[config.mk]
export PLATFORM = sky130hd
export DESIGN_NAME = rpc_port_ctl
export DESIGN_NICKNAME = d
export VERILOG_FILES = /design/src/core/rpc_pkg.sv /design/src/core/rpc_port_ctl.sv /design/src/core/rpc_timer.sv
export VERILOG_INCLUDE_DIRS = /design/src /design/src/core
export SDC_FILE = /design/constraint.sdc
export NUM_CORES = 1
export LEC_CHECK = 0
export BUFFER_PORTS_ARGS = -buffer_cell sky130_fd_sc_hd__buf_2
export CAP_MARGIN = 20
export CORE_MARGIN = 2
export CORE_UTILIZATION = 46
export DETAILED_ROUTE_END_ITERATION = 10
export PLACE_DENSITY_LB_ADDON = 0.25
export SYNTH_ARGS = -nofsm -noshare
export SYNTH_HDL_FRONTEND = slang
export SYNTH_SLANG_ARGS = --single-unit
[constraint.sdc]
create_clock -name clk_sys_i -period 1.1 [get_ports clk_sys_i]
set_input_delay 0.11 -clock clk_sys_i [delete_from_list [all_inputs] [get_ports clk_sys_i]]
set_output_delay 0.11 -clock clk_sys_i [all_outputs]
set_load 0.01 [all_outputs]
[src/core/rpc_cfg.svh]
// root port 2 power/reset/resume control: offsets, field positions, reset values, timing
// assumes inclusion by bare name from files under core/
`ifndef RPC_CFG_SVH
`define RPC_CFG_SVH

// *****************************************************************
// register map (byte addresses on the avalon slave)
// *****************************************************************
`define RPC_PORT_STATUS_OFS 4'h0

// *****************************************************************
// field positions in root_port2_status_control
// *****************************************************************
`define RPC_SUSPEND_BIT 2
`define RPC_RESUME_BIT 3
`define RPC_RESET_BIT 4
`define RPC_RSVD_LO_BIT 5
`define RPC_RSVD_HI_BIT 7
`define RPC_POWER_BIT 8
`define RPC_POWER_CLR_BIT 9
`define RPC_RESET_CHG_BIT 20

// *****************************************************************
// reset values
// *****************************************************************
`define RPC_POWER_RST 1'b0
`define RPC_RESET_RST 1'b0
`define RPC_SUSPEND_RST 1'b0
`define RPC_RESET_CHG_RST 1'b0
`define RPC_READDATA_RST 32'h00000000

// *****************************************************************
// timing
// *****************************************************************
`define RPC_CLK_MHZ 250
`define RPC_RESET_TIME_MS 50
`define RPC_RESUME_TIME_MS 20
`define RPC_TIMER_W 24

`endif

[src/core/rpc_pkg.sv]
// root port 2 power/reset/resume control: shared types
// assumes no other package
package rpc_pkg;

   // one-hot signalling phase of the port
   typedef enum logic [2:0] {
      RPC_IDLE = 3'b001,
      RPC_RESETTING = 3'b010,
      RPC_RESUMING = 3'b100
   } rpc_phase_type;

endpackage

[src/core/rpc_port_ctl.sv]
// root port 2 power/reset/resume control: avalon-mm slave and port signalling sequencer
// assumes a synchronous avalon master and a port suspend request from the rest of the port
//
// Implementation choices: the Avalon-MM slave port and the address map.
`timescale 1ns/100ps
`include "rpc_cfg.svh"

// Behaviour
// - A read of the power bit returns 1 when port power is marked enabled, else 0.
// - Writing 1 to the power bit sets the stored power state, writing 0 leaves it.
// - No output drives external port power; the power bits are bookkeeping only.
// - A read of the reset bit returns 1 while reset signalling is driven, else 0.
// - Writing 1 to the reset bit sets it and starts reset signalling; 0 is ignored.
// - There is no overcurrent input, so the overcurrent indicator always reads 0.
// - Writing 1 to the clear-suspend bit while suspended and with no reset signalled or requested starts resume signalling.
// - That write of 1 is ignored when not suspended, and a write of 0 always is.
// - The suspend state clears at the end of a resume sequence and of a reset sequence.
// - The reset change flag sets when the reset bit changes and clears on a write of 1.
module rpc_port_ctl
   import rpc_pkg::*;
#(
   parameter int RESET_CYCLES = `RPC_RESET_TIME_MS * 1000 * `RPC_CLK_MHZ,
   parameter int RESUME_CYCLES = `RPC_RESUME_TIME_MS * 1000 * `RPC_CLK_MHZ
) (
   input wire logic clk_sys_i,
   input wire logic rst_n_i,
   input wire logic [3:0] address_i,
   input wire logic read_i,
   input wire logic write_i,
   input wire logic [31:0] writedata_i,
   input wire logic [3:0] byteenable_i,
   output logic [31:0] readdata_o,
   output logic waitrequest_o,
   input wire logic suspend_set_i,
   output logic suspend_state_o,
   output logic usb_reset_drive_o,
   output logic usb_resume_drive_o
);

   // *****************************************************************
   // reset release
   // *****************************************************************
   logic rst_meta;
   logic rst_sync;

   always_ff @(posedge clk_sys_i or negedge rst_n_i) begin
      if (!rst_n_i) begin
         rst_meta <= 1'b0;
         rst_sync <= 1'b0;
      end else begin
         rst_meta <= 1'b1;
         rst_sync <= rst_meta;
      end
   end

   // a write bit counts only when its byte lane is enabled
   function automatic logic lane_bit(input logic [31:0] data, input logic [3:0] be,
                                     input int pos);
      lane_bit = data[pos] & be[pos / 8];
   endfunction

   // *****************************************************************
   // avalon slave handshake
   // *****************************************************************
   logic hit;
   logic wr_take;
   logic rd_take;
   logic next_waitrequest;
   logic [31:0] next_readdata;
   logic port_power_flag;
   logic port_reset_flag;
   logic suspend_state_flag;
   logic reset_change_flag;

   assign hit = (address_i == `RPC_PORT_STATUS_OFS);
   // one wait state: the request is seen, then accepted on the next edge
   assign wr_take = write_i & ~waitrequest_o;
   assign rd_take = read_i & waitrequest_o;

   always_comb begin
      next_waitrequest = 1'b1;
      if ((read_i | write_i) & waitrequest_o) begin
         next_waitrequest = 1'b0;
      end
      next_readdata = readdata_o;
      if (rd_take) begin
         next_readdata = '0;
         if (hit) begin
            next_readdata[`RPC_POWER_BIT] = port_power_flag;
            next_readdata[`RPC_RESET_BIT] = port_reset_flag;
            next_readdata[`RPC_RESUME_BIT] = 1'b0;
            next_readdata[`RPC_SUSPEND_BIT] = suspend_state_flag;
            next_readdata[`RPC_RESET_CHG_BIT] = reset_change_flag;
            next_readdata[`RPC_RSVD_HI_BIT:`RPC_RSVD_LO_BIT] = 3'h0;
         end
      end
   end

   always_ff @(posedge clk_sys_i or negedge rst_sync) begin
      if (!rst_sync) begin
         waitrequest_o <= 1'b1;
         readdata_o <= `RPC_READDATA_RST;
      end else begin
         waitrequest_o <= next_waitrequest;
         readdata_o <= next_readdata;
      end
   end

   // *****************************************************************
   // decoded write strobes
   // *****************************************************************
   logic wr_port;
   logic set_power;
   logic clr_power;
   logic set_reset;
   logic req_resume;
   logic clr_change;

   assign wr_port = wr_take & hit;
   assign set_power = wr_port & lane_bit(writedata_i, byteenable_i, `RPC_POWER_BIT);
   assign clr_power = wr_port & lane_bit(writedata_i, byteenable_i, `RPC_POWER_CLR_BIT);
   assign set_reset = wr_port & lane_bit(writedata_i, byteenable_i, `RPC_RESET_BIT);
   assign req_resume = wr_port & lane_bit(writedata_i, byteenable_i, `RPC_RESUME_BIT);
   assign clr_change = wr_port & lane_bit(writedata_i, byteenable_i, `RPC_RESET_CHG_BIT);

   // *****************************************************************
   // signalling sequencer
   // *****************************************************************
   rpc_phase_type phase;
   rpc_phase_type next_phase;
   logic timer_start;
   logic [`RPC_TIMER_W-1:0] timer_load;
   logic timer_done;
   logic next_reset_drive;
   logic next_resume_drive;

   // reset outranks resume; a reset request also restarts a running reset
   always_comb begin
      next_phase = phase;
      timer_start = 1'b0;
      timer_load = `RPC_TIMER_W'(RESET_CYCLES);
      if (set_reset) begin
         next_phase = RPC_RESETTING;
         timer_start = 1'b1;
      end else begin
         unique case (phase)
            RPC_IDLE: begin
               if (req_resume & suspend_state_flag) begin
                  next_phase = RPC_RESUMING;
                  timer_start = 1'b1;
                  timer_load = `RPC_TIMER_W'(RESUME_CYCLES);
               end
            end
            RPC_RESETTING: begin
               if (timer_done) begin
                  next_phase = RPC_IDLE;
               end
            end
            RPC_RESUMING: begin
               if (timer_done) begin
                  next_phase = RPC_IDLE;
               end
            end
         endcase
      end
      next_reset_drive = (next_phase == RPC_RESETTING);
      next_resume_drive = (next_phase == RPC_RESUMING);
   end

   always_ff @(posedge clk_sys_i or negedge rst_sync) begin
      if (!rst_sync) begin
         phase <= RPC_IDLE;
         usb_reset_drive_o <= 1'b0;
         usb_resume_drive_o <= 1'b0;
      end else begin
         phase <= next_phase;
         usb_reset_drive_o <= next_reset_drive;
         usb_resume_drive_o <= next_resume_drive;
      end
   end

   rpc_timer #(
      .W(`RPC_TIMER_W)
   ) u_timer (
      .clk_sys_i(clk_sys_i),
      .rst_n_i(rst_sync),
      .start_i(timer_start),
      .load_i(timer_load),
      .done_o(timer_done)
   );

   // *****************************************************************
   // status flags
   // *****************************************************************
   logic next_power;
   logic next_reset;
   logic next_suspend;
   logic next_change;
   logic seq_end;

   assign seq_end = timer_done & (phase != RPC_IDLE) & ~set_reset;

   // power state is never driven out of the block, only read back
   always_comb begin
      next_power = port_power_flag;
      if (set_power) begin
         next_power = 1'b1;
      end else if (clr_power) begin
         next_power = 1'b0;
      end
      next_reset = next_reset_drive;
      next_suspend = suspend_state_flag;
      if (suspend_set_i) begin
         next_suspend = 1'b1;
      end
      // the end of a sequence leaves the port awake whatever else arrives
      if (seq_end) begin
         next_suspend = 1'b0;
      end
      next_change = reset_change_flag;
      if (clr_change) begin
         next_change = 1'b0;
      end
      if (next_reset != port_reset_flag) begin
         next_change = 1'b1;
      end
   end

   always_ff @(posedge clk_sys_i or negedge rst_sync) begin
      if (!rst_sync) begin
         port_power_flag <= `RPC_POWER_RST;
         port_reset_flag <= `RPC_RESET_RST;
         suspend_state_flag <= `RPC_SUSPEND_RST;
         reset_change_flag <= `RPC_RESET_CHG_RST;
      end else begin
         port_power_flag <= next_power;
         port_reset_flag <= next_reset;
         suspend_state_flag <= next_suspend;
         reset_change_flag <= next_change;
      end
   end

   assign suspend_state_o = suspend_state_flag;
endmodule

[src/core/rpc_timer.sv]
// root port 2 power/reset/resume control: down-counter for signalling durations
// assumes a synchronous start pulse and an already synchronised reset
`timescale 1ns/100ps

module rpc_timer #(
   parameter int W = 24
) (
   input wire logic clk_sys_i,
   input wire logic rst_n_i,
   input wire logic start_i,
   input wire logic [W-1:0] load_i,
   output logic done_o
);

   logic [W-1:0] count;
   logic running;
   logic [W-1:0] next_count;
   logic next_running;
   logic next_done;

   // a new start restarts the count even while one is running
   always_comb begin
      next_count = count;
      next_running = running;
      next_done = 1'b0;
      if (start_i) begin
         next_count = load_i;
         next_running = 1'b1;
      end else if (running) begin
         if (count <= W'(1)) begin
            next_running = 1'b0;
            next_done = 1'b1;
         end else begin
            next_count = count - W'(1);
         end
      end
   end

   always_ff @(posedge clk_sys_i or negedge rst_n_i) begin
      if (!rst_n_i) begin
         count <= '0;
         running <= 1'b0;
         done_o <= 1'b0;
      end else begin
         count <= next_count;
         running <= next_running;
         done_o <= next_done;
      end
   end

endmodule

After elaboration in Yosys (flattened, before gate mapping)
Index checks and enable logic that the tools add are counted.
Cells by class
  add/subtract/negate cells: 1
  $mul: 0
  div/mod/pow operators: 0
  $lt $le $gt $ge: 1
  equality and inequality tests: 8
  shift operators: 0
  multiplexer cells: 28
  bitwise logic cells: 20
  reduce and logical (&&, ||, !) cells: 7
Operator list (number)
  24-bit two-way mux: 6
  24-bit by 1-bit <= comparator with 1-bit output, second input constant: 1
  24-bit by 1-bit subtractor with 24-bit output, second input constant: 1
  1-bit AND: 17
  1-bit two-way mux: 17
  3-bit two-way mux: 3
  2-bit nonzero test: 4
  7-bit two-way mux: 1
  3-bit by 2-bit equality test with 1-bit output, second input constant: 2
  3-bit equality test, second input constant: 2
  3-bit one-hot mux with 2 select lines: 1
  4-bit zero test: 1
  3-bit by 1-bit equality test with 1-bit output, second input constant: 1
  3-bit by 1-bit inequality test with 1-bit output, second input constant: 1
  2-bit inequality test, second input constant: 1
  1-bit NOT: 2
  2-bit AND reduction: 1
  2-bit OR reduction: 1
  1-bit inequality test: 1
  1-bit OR: 1
Word-level totals
  register bits: 45
  latch bits: 0
  RAM bits: 0
  memory bits (read-only): 0
  bits of input ports: 45
  output and inout port bits: 36
  word-level logic and storage cells: 78
  memories kept: 0

Logic depth before layout (Yosys ltp)
Gate-level depths: netlist of the first run.
  word-level depth: 11
  depth in mapped cells: 9
  mapped depth without buffers: 8

Cells and area by module
Synthesis of the first run repeated with hierarchy kept, for this count alone.
Second synthesis, totals
  cell total of the unflattened synthesis: 297
  area total of the unflattened synthesis: 2577.5 um^2
Modules (own cells, without submodules)
  rpc_timer: instances 1, cells each 205, area an instance 1675.4 um^2, seq. area each 650.6 um^2
  rpc_port_ctl: instances 1, cells each 92, area an instance 902.1 um^2, seq. area each 377.9 um^2

Worst setup path before layout of the first run
OpenSTA, ideal clock, no wires.
  path type: reg2reg
  from: register u_timer.count[4]
  to: register u_timer.count[9]
  library setup time: 124 ps
  arrival: 1847 ps
  data required time: 976 ps
  path slack: -870 ps
  cell stages (with the launch flop): 6
  path buffers: 0
  period minus slack after synthesis: 1970 ps
  path through: dfrtp_1 > nor4_4 > nand2_2 > or4_1 > a22o_1 > a211o_1
Between the ends
  cells in the longest elaborated chain, start to end: 4
  elaborated cells on any way between the ends: 7
  those cells by class: 1 x add/sub; 1 x order compare; 1 x eq/ne; 3 x mux; 1 x reduce/logical
Ends and longest elaborated chain
  from (decl): line rpc_timer.sv:15  | logic [W-1:0] count;
  from (signal assigned): line rpc_timer.sv:45  | count <= next_count;
  24-bit by 1-bit subtractor with 24-bit output: line rpc_timer.sv:34  | next_count = count - W'(1);
  24-bit two-way mux: line rpc_timer.sv:30  | if (count <= W'(1)) begin
  24-bit two-way mux: line rpc_timer.sv:29  | end else if (running) begin
  24-bit two-way mux: line rpc_timer.sv:26  | if (start_i) begin
Parallel ways exist; a longest one is shown, timed or not. The select of a mux whose other input is x is not followed.
A chain may end at the register's enable or synchronous reset.

Worst setup path in the final report of the first run
  from: register u_timer.count[0]
  to: register u_timer.count[9]
The elaborated chain is that of the path after synthesis.

==> flow_summary.toml, run 1 <==
[placement]
dpl.cell_count = 419
place_congestion = 0.848
numPortBuffers = 24
dp_hpwl_um = 4600
placed_cell_area_sq_um = 3210

[yosys]
async_flop_share_pct = 100
synth_top_cell_by_area = "dfrtp_1"
ys_warn_count = 0
synth.distinct_cells = 52
synth-main-ff-cell = "dfrtp_1"
ys_ff_latch = 41
synth-seq-area-share_pct = 42.3
synth_edf_count = 0
postSynthCellCount = 258
synth_top_cell_area_share_pct = 40.1
yosys-top-cells-area = "dfrtp_1 (40%), buf_4 (9.0%), o22a_1 (4.3%), nor2_1 (3.5%), nand3_1 (2.7%)"
syn_area_sq_um = 2430
syn_avg_cell_area_sq_um = 9.43

[finish]
antennaDiodeCount = 0
final_net_count = 422
final_layout_size_suffix_gt1_share_pct = 52.9
final_cells = 446
postLayoutCellArea_sq_um = 3860
fill_cells = 360
syn2layout_area_growth_pct = 58.5

[sta]
fin_crit_sh_pct = 178
min_period_ps = 1960
rsz0062_at_grt = "yes"
clock_skew_ps = 5.75
hold_viol = 0
timing.final.ws_setup_ps = -863
fmax_mhz = 509
slew_viol_final = 0
fin_tns_setup_ps = -21360
setup_viol = 36

[critical_path]
cp-end-kind = "flop"
path_class = "reg -> reg"
cpPeakStageDelay_ps = 440
cp_num_cells = 6
crit_path_max_fanout = 4
crit_chain = "buf_6 > nor2_1 > nand2_2 > or4_4 > a22o_1 > a211o_1"
crit_family = "simple AND/OR/NAND/NOR gates"
crit_arrival_ps = 2150
reg2reg_depth = 6
cp.required_ps = 1280
critPathBufInv = 1
slowest_stage = "dfrtp_1"
cp-start-kind = "flop"

[floorplan]
io_pins = 81
die_h_um = 76.7
rows = 26
core_area_sq_um = 5110
dieArea_sq_um = 5890
die_x_um = 76.7
initial_utilization_pct = 47.6

[pwr]
vdd_drop_max_uv = 1090
power.density_nw_per_um2 = 1140
leakage_nw = 1.69

[drt]
dr.pass1.iters = 4
drt_wl_total_um = 7250
wl_per_cell_um = 16.2
drtIter0Drc = 120
vias = 2454
drc = 0
ant_nets = 0
via_per_inst = 5.50

[flow_run]
drv_cap = 0

[global_route]
antenna_found_initial = 0
grt_pass1_vias = 2368
gr-usage-all-layers_pct = 23.9
grt_max_degree = 40
grt_first_pass_wirelength_um = 11300
gr-total-overflow = 0

[min_path]
hold_path_class = "in -> reg"
holdPathStages = 2

[clock_network]
cts_buffers = 5
cts_buffer_depth = 2
cts-root-buf = "clkbuf_8"
cts_tree = "done"
cts.sinks = 41
clkTransAtPathRegs_ps = 80
cts_max_level = 2
clock_latency_ps = 300

[run_status]
status = "finished, violations left"
violations = "negative setup slack"
logic make-up (layout without fill, tap and decap cells):
logic type	count (synthesis)	after routing	share of synthesized area (%)
AOI/OAI and AO/OA	71	71	21.2
xor gates and xnor gates	4	4	1.44
adders and majority gates	2	2	1.03
buffers and inverters	43	134	11.4
DFF	41	41	42.3
muxes	1	1	0.412
other	2	29	0.309
and+or+nand+nor	94	94	21.9
power by group:
part           internal, W  total (W)  switching, W
Clock             0.000568    0.00111      0.000544
Combinational     0.000756    0.00147      0.000715
Sequential         0.00166    0.00183      0.000163
Total              0.00299    0.00441       0.00142
cells in the final DEF (no fill, tap or decap), types with 4 or more instances in the layout:
cell / count
nor2_1: 15
o22a_1: 12
nand3_1: 4
nor2_4: 6
buf_2: 20
conb_1: 29
a31oi_1: 8
nor4_4: 4
nand3_2: 8
nor3_1: 6
dfrtp_1: 38
nor3_4: 4
o31ai_1: 4
a22o_1: 5
buf_4: 69
clkbuf_8: 7
o21ai_0: 4
nand2_1: 6
buf_6: 28
a21oi_2: 4
nand4_1: 4
or4_4: 5
a21oi_1: 7
synth_stat cells, types with 3 or more instances:
cell type and n:
nor3_1 11, nand2_1 10, a22o_1 5, a22oi_1 3
clkbuf_1 3, or3_1 3, a21oi_1 12, dfrtp_1 39
nor4_1 4, nand4_1 4, nand3_1 13, or4_1 7
xor2_1 3, and3_1 4, buf_4 29, o22a_1 12
nor2_1 23, o31ai_1 4, a31oi_1 9, inv_1 5
a41oi_1 4, o211ai_1 3, buf_2 6, o21ai_0 4
stage by stage:
step | util (%) | power (W) | worst slack, ps | hold WS (ps)
floorplan | - | 0.00259 | -864 | -186
global placement | 62.8 | 0.00300 | -774 | -105
detailed placement | 62.8 | 0.00304 | -824 | -102
CTS | 71.0 | 0.00424 | -828 | 27.6
global route | 75.5 | 0.00462 | -921 | 69.3
finish | 75.5 | 0.00441 | -863 | 44.8
cell type report:
type                            instances  area [sq um]  area share, %
Sequential cell                        41          1030           26.7
Inverter                                5          18.8          0.487
Tap cell                               70          87.6           2.27
Clock inverter                          1          5.00          0.130
Clock buffer                            7          96.3           2.50
Multi-Input combinational cell        201          1630           42.1
Timing Repair Buffer                  121           993           25.8
worst reg2reg max path: cells and delay by family, from the launching register on:
kind                   cells  cell delay (ps)
buffers and inverters      1              150
DFF                        1              440
AOI/OAI and AO/OA          2              470
and+or+nand+nor            3              790
worst paths after layout:
check                            startpoint                 to  slack [ps]
setup / recovery           u_timer.count[0]   u_timer.count[9]        -860
hold / removal                      write_i      waitrequest_o          40
setup reg to reg           u_timer.count[0]   u_timer.count[9]        -860
hold reg to reg                    rst_sync  u_timer.count[19]         230
max in group asynchronous          rst_sync           phase[0]         600
min in group asynchronous           rst_n_i           rst_sync         120
sequential cells by signal (all words and copies together), names as in the netlist:
signal,cells
phase,3
port_power_flag,1
port_reset_flag,1
readdata_o,4
reset_change_flag,1
rst_meta,1
rst_sync,1
suspend_state_o,1
u_timer.count,24
u_timer.done_o,1
u_timer.running,1
usb_resume_drive_o,1
waitrequest_o,1
routing by layer:
layer	global-route usage (%)	vias to the layer above	routed length, um
li1	-	1152	-
met1	29.9	1213	2910
met2	42.2	74	3920
met3	3.41	15	283
met4	8.00	0	137
met5	0	-	0
repair_timing:
| action | CTS | global route |
|---|---|---|
| endpoints found under the setup margin | 39 | 40 |
| pin swaps | 27 | 27 |
| hold buffers | 2 | 0 |
| gates resized for setup | 54 | 36 |
| buffers inserted | 9 | 11 |
| hold endpoints to repair | 3 | 0 |
| cloned | 0 | 0 |
Power figures use the tool's default switching activity.
==> run 2, diff against run 1 <==
--- a/config.mk
+++ b/config.mk
@@ -14,4 +14,5 @@
 export PLACE_DENSITY_LB_ADDON = 0.25
 export SYNTH_ARGS = -nofsm -noshare
 export SYNTH_HDL_FRONTEND = slang
+export SYNTH_HIERARCHICAL = 1
 export SYNTH_SLANG_ARGS = --single-unit
==> run 2 against run 1 <==
The flow still finishes with violations (negative setup slack). Fmax down 9.0%. Total power is 32% higher. Combinational power grew 80%. Clock skew is 2.4 ps higher. Die area rose by 5.7%. First-iteration DRC count up 39%. Worst setup slack got worse by 190 ps. Critical path type unchanged. Highest routed layer unchanged.
==> flow_summary.toml, run 2 <==
[run_status]
status = "finished, violations left"
violations = "negative setup slack"

[yosys]
synth.distinct_cells = 53
postSynthCellCount = 297
synth_top_cell_by_area = "dfrtp_1"
ys_warn_count = 6
async_flop_share_pct = 100
synth.cells.most_frequent = "dfrtp_1 (39), nor2_1 (29), buf_4 (28), o21ai_0 (28), a21oi_1 (23)"
yosys-top-cells-area = "dfrtp_1 (38%), buf_4 (8.2%), o21ai_0 (5.4%), a21oi_1 (4.5%), nor2_1 (4.2%)"
ys_ff_latch = 41
synth-main-ff-cell = "dfrtp_1"
synth_edf_count = 0
synth-seq-area-share_pct = 39.9
synth_top_cell_area_share_pct = 37.9
syn_avg_cell_area_sq_um = 8.68
synth.most_common_cell = "dfrtp_1"
syn_area_sq_um = 2580

[placement]
dp_hpwl_um = 4950
place_congestion = 0.868
dpl.cell_count = 462
numPortBuffers = 24

[global_route]
grt_max_degree = 37
gr-usage-all-layers_pct = 24.0
grt_first_pass_wirelength_um = 11700
antenna_found_initial = 0
grt_pass1_vias = 2543
gr-total-overflow = 0

[sta]
min_period_ps = 2160
fin_crit_sh_pct = 196
clock_skew_ps = 8.19
fmax_mhz = 464
slew_viol_final = 0
hold_viol = 0
fin_tns_setup_ps = -27530
rsz0062_at_grt = "yes"
holdWs_ps = 59.4
timing.final.ws_setup_ps = -1060
setup_viol = 39

[critical_path]
crit_path_max_fanout = 6
path_class = "reg -> reg"
r2r_setup_slack_ps = -1060
cp.required_ps = 1280
timing.rr.end = "u_timer/count[5]"
rr_startpoint = "waitrequest_o"
crit_arrival_ps = 2330
reg2reg_depth = 9
cp-start-kind = "flop"
cp-end-kind = "flop"

[min_path]
min_to = "waitrequest_o"
hold_path_class = "in -> reg"
worstHoldStart = "write_i"
holdPathStages = 2

[pwr]
power_w = 0.00583
power.density_nw_per_um2 = 1600
seqPwrFrac_pct = 33.2
p_sw_share_pct = 34.5
p_comb_share_pct = 45.2
leakage_nw = 1.65
cellInternalPower_w = 0.00382
vdd_drop_max_uv = 1180
p_clk_share_pct = 21.6
switchingPower_w = 0.00201

[finish]
seq_area_sq_um = 1030
largest_reg_flops = 24
final_layout_size_suffix_gt1_share_pct = 36.3
largest-register = "u_timer/count"
fill_cells = 470
final_cell_mix = "buf_4 (71), conb_1 (39), dfrtp_1 (38)"
final_common_cell = "buf_4"
antennaDiodeCount = 0
multi_input_area_sq_um = 1540
syn2layout_area_growth_pct = 41.6
final_cells = 482
final_net_count = 456
largestRegisters = "u_timer/count (24), readdata_o (4), phase (3)"

[floorplan]
rows = 27
die_x_um = 78.9
core_area_sq_um = 5470
dieArea_sq_um = 6220
io_pins = 81
die_h_um = 78.9
initial_utilization_pct = 47.1

[drt]
ant_nets = 0
via_per_inst = 5.30
vias = 2553
drtIter0Drc = 167
drt_wl_total_um = 7220
dr.pass1.iters = 4
drc = 0
wl_per_cell_um = 15.0

[clock_network]
clock_latency_ps = 290
cts-root-buf = "clkbuf_8"
cts.sinks = 41
cts_buffers = 5
cts_tree = "done"
cts_max_level = 2
clkTransAtPathRegs_ps = 80
cts_buffer_depth = 2

[flow_run]
drv_cap = 0
## run 2: cell count changes in the layout (fill, tap and decap cells not counted), moves of 6 or more
| cell | before | now |
|---|---|---|
| conb_1 | 29 | 39 |
| o21ai_1 | 1 | 11 |
| a21oi_1 | 7 | 21 |
| nor2_1 | 15 | 27 |
| nand3_2 | 8 | 2 |
| buf_6 | 28 | 8 |
| nor3_1 | 6 | 17 |
| o22a_1 | 12 | 1 |
| o21ai_0 | 4 | 17 |
| nand2_1 | 6 | 14 |
## run 2: worst max-delay path by stage
| stage | from | to | slack, ps | cells past startpoint |
|---|---|---|---|---|
| 6_report | waitrequest_o | u_timer/count[5] | -1060 | 9 |
| 5_1_grt | waitrequest_o | u_timer/count[14] | -1170 | 10 |
| 4_1_cts | waitrequest_o | u_timer/count[1] | -1060 | 9 |
| 3_5_place_dp | address_i[3] | u_timer/count[11] | -1120 | 10 |
| 3_3_place_gp | address_i[3] | u_timer/count[11] | -1050 | 10 |
| 2_1_floorplan | waitrequest_o | u_timer/count[0] | -1230 | 11 |
## run 2: metrics by stage
step,area [sq um],utilization (%),worst slack (ps)
3_5_place_dp,3250,59.5,-1120
6_report,3650,66.7,-1060
2_1_floorplan,2760,-,-1230
4_1_cts,3570,65.2,-1060
3_3_place_gp,3250,59.5,-1050
5_1_grt,3650,66.7,-1170
## run 2: worst max-delay path, stage by stage (launching register included)
cell,delay [ps]
dfstp_2,530
nand2b_4,130
nor2_4,40
a21boi_4,130
or3_4,390
nor4_4,270
a21o_4,220
buf_4,130
clkbuf_16,130
o21ai_1,60
## run 2: kinds of logic after synthesis
| group | count (synthesis) | synth area share (%) |
|---|---|---|
| DFF | 41 | 39.9 |
| buffers and inverters | 48 | 11.5 |
| adders and majority gates | 2 | 0.971 |
| other | 2 | 0.291 |
| muxes | 1 | 0.388 |
| and+or+nand+nor | 113 | 24.4 |
| xor gates and xnor gates | 2 | 0.680 |
| AOI/OAI and AO/OA | 88 | 21.9 |
## run 2: final cells by class
class | instances | share of cell area (%)
multi-input combinational | 245 | 42.2
sequential | 41 | 28.2
timing repair buffer | 108 | 23.0
tap | 72 | 2.47
clock buffer | 7 | 2.37
inverter | 8 | 0.960
clock inverter | 1 | 0.823
## run 2: power groups by stage
stage	clock [W]	sequential [W]	combinational, W
global placement	0	0.00195	0.00229
detailed placement	0	0.00195	0.00234
floorplan	0	0.00209	0.00119
finish	0.00126	0.00194	0.00264
CTS	0.00129	0.00193	0.00255
global route	0.00134	0.00196	0.00288
## run 2: what timing repair did
action	in CTS	in global routing
gates resized for setup	33	14
hold endpoints to repair	3	0
hold buffers	2	0
buffers inserted	6	4
cloned	1	1
pin swaps	12	10
setup endpoints to repair	38	39
## run 2: layer usage
layer / part of all wire [%] / track usage [%] / vias to the layer above
met1: 40 / 28.4 / 1200
li1: - / - / 1248
met4: 2.0 / 8.10 / 0
met3: 6.6 / 4.09 / 18
met5: 0 / 0 / -
met2: 51 / 44.1 / 87
